### config.mk
export PLATFORM = sky130hd
export DESIGN_NAME = system_clock_select_pll
export DESIGN_NICKNAME = d
export VERILOG_FILES = /design/src/logic/system_clock_select_pll.v
export VERILOG_INCLUDE_DIRS = /design/src /design/src/common
export SDC_FILE = /design/constraint.sdc
export NUM_CORES = 1
export LEC_CHECK = 0
export BUFFER_PORTS_ARGS = -buffer_cell sky130_fd_sc_hd__buf_4
export CORE_UTILIZATION = 45
export CTS_BUF_LIST = sky130_fd_sc_hd__clkbuf_4 sky130_fd_sc_hd__clkbuf_8
export DETAILED_ROUTE_END_ITERATION = 7
export GPL_TIMING_DRIVEN = 0
export HOLD_SLACK_MARGIN = 0.12
export PLACE_DENSITY = 0.67
export SYNTH_ARGS = -nofsm -noshare
export SYNTH_HDL_FRONTEND = slang
export SYNTH_SLANG_ARGS = --single-unit
### constraint.sdc
create_clock -name REF_CLK_IN -period 113.7 [get_ports REF_CLK_IN]
set_input_delay 22.74 -clock REF_CLK_IN [delete_from_list [all_inputs] [get_ports REF_CLK_IN]]
set_output_delay 22.74 -clock REF_CLK_IN [all_outputs]
set_load 0.01 [all_outputs]
### src/common/clksel_consts.vh
/*
 Constants for the system clock selection and clock multiplier control block:
 register byte offsets, field positions, reset values, source codes and timing counts.
 Assumes a 32-bit APB register bus and a 200 MHz reference clock.
*/
// Operation
// - eight system clock choices are decoded from the source codes
// - fast rc clock is optionally divided by a three-bit postscale field
// - at power-on the source comes from the configuration source and mode fields
// - erased configuration starts in fast rc divided mode, code 111
// - instruction clock is the oscillator or multiplier output divided by two
// - multiplier input divided by field value plus two, giving 2 to 33
// - postscale of 2, 4 or 8; software keeps output 12.5 to 80 MHz
// - output equals input times feedback over prescale times postscale
// - source codes 000 through 111 map to the eight documented sources
// - primary mode field picks high-speed, standard crystal or external clock
// - read-only current source field reports the active source
// - writable requested source field, reset from configuration at power-on
// - in switch-only monitor configuration the switch lock bit blocks switching
// - pin select lock refuses writes to the pin select registers
// - switch request bit starts a switch; hardware clears it when done
// - feedback field encodes multiplier equal to value plus two
`ifndef CLKSEL_CONSTS_VH
`define CLKSEL_CONSTS_VH

// ==========================================================
// register byte offsets
`define OSC_CTRL_ADDR     12'h000
`define CLK_DIVISOR_ADDR  12'h004
`define FB_DIVISOR_ADDR   12'h008

// ==========================================================
// oscillator control fields
`define CUR_SRC_LSB       12
`define REQ_SRC_LSB       8
`define SW_LOCK_BIT       7
`define PIN_LOCK_BIT      6
`define LOCK_STAT_BIT     5
`define FAIL_FLAG_BIT     3
`define SEC_EN_BIT        1
`define SW_REQ_BIT        0

// ==========================================================
// divisor fields and reset values
`define RC_POST_LSB       8
`define MULT_POST_LSB     6
`define MULT_PRE_LSB      0
`define RC_POST_RST       3'h0
`define MULT_POST_RST     2'h1
`define MULT_PRE_RST      5'h00
`define MULT_FB_RST       9'h030

// ==========================================================
// source codes, primary modes, monitor configuration
`define SRC_FAST_RC       3'h0
`define SRC_FAST_RC_MULT  3'h1
`define SRC_PRIMARY       3'h2
`define SRC_PRIMARY_MULT  3'h3
`define SRC_SECONDARY     3'h4
`define SRC_SLOW_RC       3'h5
`define SRC_FAST_RC_DIV16 3'h6
`define SRC_FAST_RC_DIVN  3'h7
`define POR_SRC_RST       3'h7
`define PMODE_EXTERNAL    2'h0
`define PMODE_STANDARD    2'h1
`define PMODE_HIGH_SPEED  2'h2
`define PMODE_OFF         2'h3
`define MON_SWITCH_ONLY   2'h1
`define MON_BOTH_ON       2'h0
`define DIV16_SHIFT       4'h4
`define RC_POST_TOP_SHIFT 4'h8

// ==========================================================
// timing
`define CLK_PERIOD_NS     5
`define STARTUP_TIME_NS   1000
`define STARTUP_CYCLES    ((`STARTUP_TIME_NS + `CLK_PERIOD_NS - 1) / `CLK_PERIOD_NS)
`define POR_SYNC_WAIT     2'h3

`endif

### src/logic/system_clock_select_pll.v
/*
 System clock source selection and clock multiplier control with an APB register slave.
 Assumes oscillator, fast rc, lock and fail pins are asynchronous to REF_CLK_IN and slow
 enough to be sampled at 200 MHz; configuration fields are static after power-on.
*/
// The implementer's own choices: the APB interface to the registers and the register addresses.
`timescale 1ns/1ps
`include "clksel_consts.vh"

module system_clock_select_pll (
	// clock and reset
	input  wire        REF_CLK_IN,
	input  wire        RST_N_IN,
	// apb slave
	input  wire        PSEL_IN,
	input  wire        PENABLE_IN,
	input  wire        PWRITE_IN,
	input  wire [11:0] PADDR_IN,
	input  wire [31:0] PWDATA_IN,
	output wire [31:0] PRDATA_OUT,
	output wire        PREADY_OUT,
	output wire        PSLVERR_OUT,
	// configuration fields from program memory
	input  wire [2:0]  INIT_SOURCE_CFG_IN,
	input  wire [1:0]  PRIMARY_MODE_CFG_IN,
	input  wire [1:0]  SWITCH_MONITOR_CFG_IN,
	// oscillator side pins
	input  wire        OSC_CLK_IN,
	input  wire        FAST_RC_CLK_IN,
	input  wire        MULT_LOCKED_IN,
	input  wire        CLOCK_FAIL_IN,
	// multiplier input frequency and pin select write gate
	input  wire [15:0] MULT_INPUT_KHZ_IN,
	input  wire        PIN_SELECT_WR_IN,
	output wire        PIN_SELECT_WR_OK_OUT,
	// clock path control
	output wire [2:0]  CURRENT_SOURCE_OUT,
	output wire        MULT_ENABLE_OUT,
	output wire        PRIMARY_ENABLE_OUT,
	output wire [1:0]  PRIMARY_MODE_OUT,
	output wire        SECONDARY_ENABLE_OUT,
	output wire        SWITCH_BUSY_OUT,
	output wire [8:0]  FAST_RC_POSTSCALE_OUT,
	output wire [5:0]  PRESCALE_FACTOR_OUT,
	output wire [9:0]  FEEDBACK_FACTOR_OUT,
	output wire [3:0]  POSTSCALE_FACTOR_OUT,
	output wire [25:0] MULT_OUT_KHZ_OUT,
	output wire [25:0] INSTR_KHZ_OUT,
	// derived clocks
	output wire        FAST_RC_DIV_CLK_OUT,
	output wire        INSTR_CLK_OUT
);

	// ==========================================================
	// constants and functions
	localparam [1:0]  ST_POR    = 2'h0;
	localparam [1:0]  ST_START  = 2'h1;
	localparam [1:0]  ST_RUN    = 2'h2;
	localparam [1:0]  ST_SWITCH = 2'h3;
	localparam integer startup_cycles = `STARTUP_CYCLES;
	localparam [15:0]  startup_last   = startup_cycles[15:0] - 16'h0001;

	function uses_mult;
		input [2:0] src;
		begin
			uses_mult = (src == `SRC_FAST_RC_MULT) || (src == `SRC_PRIMARY_MULT);
		end
	endfunction

	function uses_primary;
		input [2:0] src;
		begin
			uses_primary = (src == `SRC_PRIMARY) || (src == `SRC_PRIMARY_MULT);
		end
	endfunction

	function [3:0] post_factor;
		input [1:0] code;
		begin
			case (code)
				2'h0: post_factor = 4'h2;
				2'h1: post_factor = 4'h4;
				2'h3: post_factor = 4'h8;
				default: post_factor = 4'h4;
			endcase
		end
	endfunction

	// ==========================================================
	// input synchronisers
	// bit order: fail, locked, fast rc, osc, monitor cfg, mode cfg, source cfg
	wire [10:0] async_in = {CLOCK_FAIL_IN, MULT_LOCKED_IN, FAST_RC_CLK_IN, OSC_CLK_IN,
		SWITCH_MONITOR_CFG_IN, PRIMARY_MODE_CFG_IN, INIT_SOURCE_CFG_IN};
	reg  [10:0] sync1_reg;
	reg  [10:0] sync2_reg;
	reg         fail_d_reg;
	reg         rc_d_reg;
	reg         osc_d_reg;

	always @(posedge REF_CLK_IN or negedge RST_N_IN) begin
		if (!RST_N_IN) begin
			sync1_reg  <= 11'h000;
			sync2_reg  <= 11'h000;
			fail_d_reg <= 1'b0;
			rc_d_reg   <= 1'b0;
			osc_d_reg  <= 1'b0;
		end else begin
			sync1_reg  <= async_in;
			sync2_reg  <= sync1_reg;
			fail_d_reg <= sync2_reg[10];
			rc_d_reg   <= sync2_reg[8];
			osc_d_reg  <= sync2_reg[7];
		end
	end

	wire [2:0] cfg_src   = sync2_reg[2:0];
	wire [1:0] cfg_mode  = sync2_reg[4:3];
	wire [1:0] cfg_mon   = sync2_reg[6:5];
	wire       osc_s     = sync2_reg[7];
	wire       rc_s      = sync2_reg[8];
	wire       locked_s  = sync2_reg[9];
	wire       fail_rise = sync2_reg[10] & ~fail_d_reg;
	wire       rc_rise   = rc_s & ~rc_d_reg;
	wire       osc_rise  = osc_s & ~osc_d_reg;

	// ==========================================================
	// register state
	reg [1:0]  state_reg,     state_next;
	reg [1:0]  por_cnt_reg,   por_cnt_next;
	reg [15:0] tmr_reg,       tmr_next;
	reg        done_reg,      done_next;
	reg [2:0]  cur_src_reg,   cur_src_next;
	reg [2:0]  req_src_reg,   req_src_next;
	reg [1:0]  pmode_reg,     pmode_next;
	reg [1:0]  mon_reg,       mon_next;
	reg        sw_lock_reg,   sw_lock_next;
	reg        pin_lock_reg,  pin_lock_next;
	reg        fail_reg,      fail_next;
	reg        sec_en_reg,    sec_en_next;
	reg        sw_req_reg,    sw_req_next;
	reg [2:0]  rc_post_reg,   rc_post_next;
	reg [1:0]  post_reg,      post_next;
	reg [4:0]  pre_reg,       pre_next;
	reg [8:0]  fb_reg,        fb_next;

	// ==========================================================
	// apb decode
	wire wr_acc   = PSEL_IN & PENABLE_IN & PWRITE_IN;
	wire rd_setup = PSEL_IN & ~PENABLE_IN & ~PWRITE_IN;
	wire hit_osc  = (PADDR_IN == `OSC_CTRL_ADDR);
	wire hit_div  = (PADDR_IN == `CLK_DIVISOR_ADDR);
	wire hit_fb   = (PADDR_IN == `FB_DIVISOR_ADDR);
	wire mapped   = hit_osc | hit_div | hit_fb;

	// switching needs the switch-enable half of the configuration, and the lock
	// only bites when the monitor half is off
	wire sw_allowed   = ~mon_reg[1] & ~((mon_reg == `MON_SWITCH_ONLY) & sw_lock_reg);
	wire monitor_on   = (mon_reg == `MON_BOTH_ON);
	wire lock_status  = done_reg & (~uses_mult(cur_src_reg) | locked_s);
	wire target_ready = ~uses_mult(req_src_reg) | locked_s;

	always @* begin
		state_next    = state_reg;
		por_cnt_next  = por_cnt_reg;
		tmr_next      = tmr_reg;
		done_next     = done_reg;
		cur_src_next  = cur_src_reg;
		req_src_next  = req_src_reg;
		pmode_next    = pmode_reg;
		mon_next      = mon_reg;
		sw_lock_next  = sw_lock_reg;
		pin_lock_next = pin_lock_reg;
		fail_next     = fail_reg;
		sec_en_next   = sec_en_reg;
		sw_req_next   = sw_req_reg;
		rc_post_next  = rc_post_reg;
		post_next     = post_reg;
		pre_next      = pre_reg;
		fb_next       = fb_reg;

		case (state_reg)
			ST_POR: begin
				// wait for the configuration fields to pass the synchroniser
				if (por_cnt_reg == `POR_SYNC_WAIT) begin
					cur_src_next = cfg_src;
					req_src_next = cfg_src;
					pmode_next   = cfg_mode;
					mon_next     = cfg_mon;
					tmr_next     = 16'h0000;
					state_next   = ST_START;
				end else begin
					por_cnt_next = por_cnt_reg + 2'h1;
				end
			end
			ST_START: begin
				if (tmr_reg == startup_last) begin
					done_next  = 1'b1;
					state_next = ST_RUN;
				end else begin
					tmr_next = tmr_reg + 16'h0001;
				end
			end
			ST_RUN: begin
				if (sw_req_reg && sw_allowed) begin
					tmr_next   = 16'h0000;
					done_next  = 1'b0;
					state_next = ST_SWITCH;
				end else if (sw_req_reg) begin
					sw_req_next = 1'b0;
				end
			end
			ST_SWITCH: begin
				if (tmr_reg != startup_last) begin
					tmr_next = tmr_reg + 16'h0001;
				end else if (target_ready) begin
					cur_src_next = req_src_reg;
					sw_req_next  = 1'b0;
					done_next    = 1'b1;
					state_next   = ST_RUN;
				end
			end
			default: begin
				state_next = ST_POR;
			end
		endcase

		if (wr_acc && hit_osc) begin
			if (state_reg == ST_RUN) begin
				req_src_next = PWDATA_IN[`REQ_SRC_LSB +: 3];
				if (PWDATA_IN[`SW_REQ_BIT] && sw_allowed)
					sw_req_next = 1'b1;
			end
			sw_lock_next  = PWDATA_IN[`SW_LOCK_BIT];
			pin_lock_next = PWDATA_IN[`PIN_LOCK_BIT];
			sec_en_next   = PWDATA_IN[`SEC_EN_BIT];
			fail_next     = fail_reg & PWDATA_IN[`FAIL_FLAG_BIT];
		end
		if (wr_acc && hit_div) begin
			rc_post_next = PWDATA_IN[`RC_POST_LSB +: 3];
			post_next    = PWDATA_IN[`MULT_POST_LSB +: 2];
			pre_next     = PWDATA_IN[`MULT_PRE_LSB +: 5];
		end
		if (wr_acc && hit_fb) begin
			fb_next = PWDATA_IN[8:0];
		end

		// a detected failure falls back to fast rc and wins over a same-cycle clear
		if (fail_rise && monitor_on && state_reg != ST_POR) begin
			fail_next    = 1'b1;
			cur_src_next = `SRC_FAST_RC;
			sw_req_next  = 1'b0;
			done_next    = 1'b1;
			state_next   = ST_RUN;
		end
	end

	always @(posedge REF_CLK_IN or negedge RST_N_IN) begin
		if (!RST_N_IN) begin
			state_reg    <= ST_POR;
			por_cnt_reg  <= 2'h0;
			tmr_reg      <= 16'h0000;
			done_reg     <= 1'b0;
			cur_src_reg  <= `POR_SRC_RST;
			req_src_reg  <= `POR_SRC_RST;
			pmode_reg    <= `PMODE_OFF;
			mon_reg      <= 2'h3;
			sw_lock_reg  <= 1'b0;
			pin_lock_reg <= 1'b0;
			fail_reg     <= 1'b0;
			sec_en_reg   <= 1'b0;
			sw_req_reg   <= 1'b0;
			rc_post_reg  <= `RC_POST_RST;
			post_reg     <= `MULT_POST_RST;
			pre_reg      <= `MULT_PRE_RST;
			fb_reg       <= `MULT_FB_RST;
		end else begin
			state_reg    <= state_next;
			por_cnt_reg  <= por_cnt_next;
			tmr_reg      <= tmr_next;
			done_reg     <= done_next;
			cur_src_reg  <= cur_src_next;
			req_src_reg  <= req_src_next;
			pmode_reg    <= pmode_next;
			mon_reg      <= mon_next;
			sw_lock_reg  <= sw_lock_next;
			pin_lock_reg <= pin_lock_next;
			fail_reg     <= fail_next;
			sec_en_reg   <= sec_en_next;
			sw_req_reg   <= sw_req_next;
			rc_post_reg  <= rc_post_next;
			post_reg     <= post_next;
			pre_reg      <= pre_next;
			fb_reg       <= fb_next;
		end
	end

	// ==========================================================
	// read data, captured in the setup phase for a zero-wait access
	reg  [31:0] prdata_reg;
	wire [31:0] osc_word = {16'h0000, 1'b0, cur_src_reg, 1'b0, req_src_reg,
		sw_lock_reg, pin_lock_reg, lock_status, 1'b0, fail_reg, 1'b0, sec_en_reg,
		sw_req_reg};
	wire [31:0] div_word = {21'h000000, rc_post_reg, post_reg, 1'b0, pre_reg};
	wire [31:0] fb_word  = {23'h000000, fb_reg};

	always @(posedge REF_CLK_IN or negedge RST_N_IN) begin
		if (!RST_N_IN) begin
			prdata_reg <= 32'h00000000;
		end else if (rd_setup) begin
			prdata_reg <= hit_osc ? osc_word : hit_div ? div_word : hit_fb ? fb_word :
				32'h00000000;
		end
	end

	assign PRDATA_OUT  = prdata_reg;
	assign PREADY_OUT  = 1'b1;
	assign PSLVERR_OUT = PSEL_IN & PENABLE_IN & ~mapped;

	// ==========================================================
	// frequency arithmetic
	wire [5:0]  n_pre   = {1'b0, pre_reg} + 6'h02;
	wire [9:0]  m_fb    = {1'b0, fb_reg} + 10'h002;
	wire [3:0]  n_post  = post_factor(post_reg);
	wire [25:0] num     = {10'h000, MULT_INPUT_KHZ_IN} * {16'h0000, m_fb};
	wire [9:0]  den     = {4'h0, n_pre} * {6'h00, n_post};
	wire [25:0] mult_out = num / {16'h0000, den};
	wire [25:0] sys_khz  = uses_mult(cur_src_reg) ? mult_out : {10'h000, MULT_INPUT_KHZ_IN};

	// fast rc postscale as a shift: divided mode uses the field, divide-by-16 is fixed;
	// the top field code skips 1:128 and jumps straight to 1:256
	wire [3:0] rc_field_shift = (rc_post_reg == 3'h7) ? `RC_POST_TOP_SHIFT : {1'b0, rc_post_reg};
	wire [3:0] rc_shift = (cur_src_reg == `SRC_FAST_RC_DIVN)  ? rc_field_shift :
		(cur_src_reg == `SRC_FAST_RC_DIV16) ? `DIV16_SHIFT : 4'h0;

	reg [25:0] mult_khz_reg;
	reg [25:0] instr_khz_reg;
	reg [8:0]  rc_scale_reg;
	reg [5:0]  pre_f_reg;
	reg [9:0]  fb_f_reg;
	reg [3:0]  post_f_reg;
	reg        mult_en_reg;
	reg        prim_en_reg;
	reg        pin_ok_reg;

	always @(posedge REF_CLK_IN or negedge RST_N_IN) begin
		if (!RST_N_IN) begin
			mult_khz_reg  <= 26'h0000000;
			instr_khz_reg <= 26'h0000000;
			rc_scale_reg  <= 9'h001;
			pre_f_reg     <= 6'h02;
			fb_f_reg      <= 10'h002;
			post_f_reg    <= 4'h2;
			mult_en_reg   <= 1'b0;
			prim_en_reg   <= 1'b0;
			pin_ok_reg    <= 1'b0;
		end else begin
			mult_khz_reg  <= mult_out;
			instr_khz_reg <= {1'b0, sys_khz[25:1]};
			rc_scale_reg  <= 9'h001 << rc_shift;
			pre_f_reg     <= n_pre;
			fb_f_reg      <= m_fb;
			post_f_reg    <= n_post;
			mult_en_reg   <= uses_mult(cur_src_reg);
			prim_en_reg   <= uses_primary(cur_src_reg);
			pin_ok_reg    <= PIN_SELECT_WR_IN & ~pin_lock_reg;
		end
	end

	// ==========================================================
	// derived clocks; both follow the sampled pins, so they carry sampling jitter
	reg       instr_clk_reg;
	reg       rc_div_reg;
	reg [7:0] rc_cnt_reg;
	wire [7:0] rc_half_last = (8'h01 << (rc_shift - 4'h1)) - 8'h01;

	always @(posedge REF_CLK_IN or negedge RST_N_IN) begin
		if (!RST_N_IN) begin
			instr_clk_reg <= 1'b0;
			rc_div_reg    <= 1'b0;
			rc_cnt_reg    <= 8'h00;
		end else begin
			if (osc_rise)
				instr_clk_reg <= ~instr_clk_reg;
			if (rc_shift == 4'h0) begin
				rc_div_reg <= rc_s;
				rc_cnt_reg <= 8'h00;
			end else if (rc_rise) begin
				if (rc_cnt_reg >= rc_half_last) begin
					rc_div_reg <= ~rc_div_reg;
					rc_cnt_reg <= 8'h00;
				end else begin
					rc_cnt_reg <= rc_cnt_reg + 8'h01;
				end
			end
		end
	end

	// ==========================================================
	// outputs
	assign PIN_SELECT_WR_OK_OUT  = pin_ok_reg;
	assign CURRENT_SOURCE_OUT    = cur_src_reg;
	assign MULT_ENABLE_OUT       = mult_en_reg;
	assign PRIMARY_ENABLE_OUT    = prim_en_reg;
	assign PRIMARY_MODE_OUT      = pmode_reg;
	assign SECONDARY_ENABLE_OUT  = sec_en_reg;
	assign SWITCH_BUSY_OUT       = sw_req_reg;
	assign FAST_RC_POSTSCALE_OUT = rc_scale_reg;
	assign PRESCALE_FACTOR_OUT   = pre_f_reg;
	assign FEEDBACK_FACTOR_OUT   = fb_f_reg;
	assign POSTSCALE_FACTOR_OUT  = post_f_reg;
	assign MULT_OUT_KHZ_OUT      = mult_khz_reg;
	assign INSTR_KHZ_OUT         = instr_khz_reg;
	assign FAST_RC_DIV_CLK_OUT   = rc_div_reg;
	assign INSTR_CLK_OUT         = instr_clk_reg;

endmodule

; ---- After elaboration in Yosys (flattened, before gate mapping)
; Index checks and enable logic that the tools add are counted.
[op_classes]
add_sub_neg = 7
mul = 2
n_div = 1
magnitude_cmp = 1
eq_ne = 27
n_shift = 2
mux = 51
bitwise = 31
n_reduce_logical = 28
[op_table]
columns = operator, count
row1 = $mux 16, 4
row2 = $pmux 16 s4, 1
row3 = $mux 3, 9
row4 = $div 26x10->26, 1
row5 = $mul 16x10->26, 1
row6 = $mux 26, 1
row7 = $mux 8, 3
row8 = $mux 1, 17
row9 = $add 16x1->16 const B, 1
row10 = $eq 16x8->1 const B, 1
row11 = $ne 16x8->1 const B, 1
row12 = $mux 15, 1
row13 = $not 1->1, 14
row14 = $and 1x1->1, 13
row15 = $eq 12x3->1 const B, 1
row16 = $eq 12x4->1 const B, 1
row17 = $logic_not 12->1, 1
row18 = $mux 2, 6
row19 = $ne 3x3->1 const B, 4
row20 = $mux 11, 1
row21 = $add 9x2->10 const B, 1
row22 = $mul 6x4->10, 1
row23 = $reduce_and 5->1, 2
row24 = $eq 3x2->1 const B, 3
row25 = 31 further kinds, 61
[word_totals]
regBits = 205
inputBits = 77
output_inout_bits = 127
word_cells = 185

; ---- Depth between registers and ports, before layout
[depth]
word_depth = 11
ltp_mapped = 364
ltp_nobuf = 342

; ---- Least setup slack after synthesis
; Ideal clock, no wire load.
[synth_timing]
kind = input to register
startpoint = input port MULT_INPUT_KHZ_IN[5]
endpoint = register mult_khz_reg[0], in the netlist MULT_OUT_KHZ_OUT[0]
setup_time_ns = 0.140
t_arrival_ns = 88.394
t_required_ns = 113.560
slack_ns = 25.166
cell_stages = 351
path_buffers = 26
path_cell_list = clkbuf_1 and2_1 fa_1 inv_1 fa_1 inv_1 fa_1 fa_1 inv_1 fa_1 inv_1 ha_1 clkbuf_1 nand2_1 nor4_1 o21ai_0 a31oi_1 a21oi_1 [315 not listed] or2_1 buf_4 mux2_4 ha_1 a21oi_1 nor2b_1 o21ai_0 nand2b_1 a21oi_1 nor2b_1 o21ai_0 nand2b_1 a21oi_1 nand3_1 nor3_1 nand4_1 nor4_1 nand4_1
[synth_via]
elab_chain_cells = 2
[synth_lines]
columns = element, line_no
row1 = start: declaration, system_clock_select_pll.v:33  ; input wire [15:0] MULT_INPUT_KHZ_IN,
row2 = $mul 16x10->26, system_clock_select_pll.v:324  ; wire [25:0] num = {10'h000, MULT_INPUT_KHZ_IN} * {16'h0000, m_fb};
row3 = $div 26x10->26, system_clock_select_pll.v:326  ; wire [25:0] mult_out = num / {16'h0000, den};
row4 = via mult_out[0], system_clock_select_pll.v:326
row5 = end signal: assignment, system_clock_select_pll.v:357  ; mult_khz_reg <= mult_out;
row6 = end: declaration, system_clock_select_pll.v:335  ; reg [25:0] mult_khz_reg;
; The timed path passes the listed nets, and every way through them passes these cells.
; A chain may end at the register's enable or synchronous reset.

; ---- Final worst setup path
; Ends and elaborated chain as after synthesis.

==> flow_summary.toml <==
[status]
status = "finished, final reports clean"

[worst_setup_path]
cp_data_required_time_ns = 114.13
start_kind = "input port"
critical_path_arrival_ns = 102.79
cp_common_cell = "o21a_1"
crit_fanout = 10
critPathMaxStageDelay_ns = 0.61
cp_slowest_cell = "a21oi_1"
reg2reg_depth = 350
critical_path_class = "input port to flip-flop"
critPathCaptureType = "flip-flop"

[sta]
final.period_utilization = 0.900
hold_viol = 0
period_needed_ns = 102.36
rsz0062_at_grt = "false"
setup_viol = 0
worstMarginPinSlew_ns = 1.19
slew_headroom = 0.205
fin_skew_ns = 0.0287
setup-tns-final_ns = 0
slew_violations = 0
fmax_mhz = 9.77

[global_routing]
gr-usage-all-layers = 0.246
antenna_found_initial = 2
grt_pass1_vias = 21900
grt-ovfl-total = 0
grt_first_pass_wirelength_um = 113000
grt_start_max_net_pins = 105

[min_path]
holdPathStages = 0
hold_path.class = "flip-flop to flip-flop"

[cells_and_area]
regArea_um2 = 4680
final_cell_mix = "nand2_1 (305), ha_1 (279), nor2_1 (243), inv_1 (192), buf_4 (185)"
layout_commonest_cell = "nand2_1"
fillCellCount = 5360
nNetsFinal = 3744
syn_to_final_growth_pct = 10.9
design_area_um2 = 28000
drive_gt1_frac = 0.127
largest_reg_flops = 26
multiInputGateArea_um2 = 19300

[detailed_routing]
drt-vias-per-instance = 5.73
dr.pass1.iters = 5
drcViolationCount = 0
drt_iter0_drc = 1583
ant_nets = 0
routed_wl_um = 68800
wire_per_inst_um = 17.1
vias = 23100

[floorplanning]
num_rows = 86
pin_count = 204
die_y_um = 239
start_util = 0.457
die_w_um = 239
core_um2 = 55200
die-area_um2 = 57000

[yosys]
yosysSeqAreaShare = 0.185
synthFlopType = "dfrtp_1"
netlist-cell-type-count = 109
synth_warnings = 0
synth_top_family_by_area = "simple AND/OR/NAND/NOR gates"
synth_top_area_frac = 0.168
synthAdderAreaFrac = 0.230
yosys.area_share.simple = 0.230
synth_area_um2 = 25200
synthMuxAreaShare = 0.0487
yosys_register_bits = 186
synth_compound_gate_area_share = 0.211
synthXorXnorAreaFrac = 0.0437
synth_area_leader_cell = "dfrtp_1"
synth_edf_count = 0
synthArstFlopShare = 1.00
synth.area.top_cells = "dfrtp_1 (17%), ha_1 (14%), fa_1 (9.1%)"
syn_inst = 3070
avgSynthCellArea_um2 = 8.21

[clock_network]
cts_resized = 0
cts_made_buffers = 17
cts_tree = "built"
h-tree-depth = 4
cts_buffer_depth = 2
cts-hold-fix-buffers = 0
clock-sinks = 186
post-cts-setup-buffer-count = 0
cts_root_buffer = "clkbuf_8"
clock_latency_ns = 0.60
cts.reportedPaths.clkPinSlew_ns = 0.13

[place]
portBuffers = 161
dpl-instance-area_um2 = 27500
place.gp.congestion = 0.942
dp_hpwl_um = 55200

[job]
maxCapViolCount = 0
synthesized netlist by cell type (49+ instances only):
master	number
dfrtp_1	169
nor3_1	166
o31ai_1	49
clkbuf_1	66
xnor2_1	68
nand3_1	64
inv_1	192
nor2_1	243
nand2_1	305
mux2_2	66
o21a_1	130
xor2_1	56
a21oi_1	175
ha_1	279
fa_1	115
o21ai_0	127
and2_1	106
cell families after synthesis:
family                     Yosys count
buffers and inverters              313
AOI/OAI and AO/OA                  779
muxes                              111
adders and majority gates          395
DFF                                186
xor gates and xnor gates           125
other                                2
and+or+nand+nor                   1159
per-layer routing:
metal / share of wire / track usage
met1: 0.48 / 0.345
met5: 0 / 0
met3: 0.049 / 0.0328
met4: 0.016 / 0.0637
met2: 0.46 / 0.396
through the flow:
stage / std cells / hold slack, ns / worst slack [ns] / util
3_3_place_gp: 3999 / 0.333 / 12.57 / 0.497
4_1_cts: 4034 / 0.356 / 12.39 / 0.507
6_report: 4035 / 0.344 / 11.34 / 0.507
5_1_grt: 4035 / 0.358 / 4.74 / 0.507
3_5_place_dp: 4002 / 0.335 / 12.09 / 0.498
2_1_floorplan: 3090 / 0.331 / 25.17 / -
area by class of cell:
class	count	area share
sequential	186	0.167
tap	748	0.0335
antenna	1	0.0000895
timing repair buffer	164	0.0453
clock inverter	15	0.00810
inverter	206	0.0276
buffer	107	0.0181
clock buffer	17	0.00837
multi-input combinational	2591	0.692
critical path, delay by kind of cell:
kind,cells,cell delay [ns]
fa+ha+maj,31,10.42
mux,5,1.41
buf+inv,48,9.49
xor+xnor,1,0.25
compound gates,184,40.11
simple gates,81,18.15
path summary, 6_finish.rpt:
| check | endpoint | slack [ns] | from |
|---|---|---|---|
| max in group asynchronous | INSTR_KHZ_OUT[5]$_DFF_PN0_ | 90.59 | RST_N_IN |
| worst min-delay path | sync2_reg[0]$_DFF_PN0_ | 0.34 | sync1_reg[0]$_DFF_PN0_ |
| worst max register to register | MULT_OUT_KHZ_OUT[0]$_DFF_PN0_ | 32.09 | fb_reg[5]$_DFFE_PN1P_ |
| worst max-delay path | MULT_OUT_KHZ_OUT[0]$_DFF_PN0_ | 11.34 | MULT_INPUT_KHZ_IN[5] |
| worst min register to register | sync2_reg[0]$_DFF_PN0_ | 0.34 | sync1_reg[0]$_DFF_PN0_ |
| min in group asynchronous | sync2_reg[4]$_DFF_PN0_ | 22.10 | RST_N_IN |
Power is left out: the tool's default activity adds up to more than one toggle a clock period on the data nets, which glitch-free logic cannot reach.
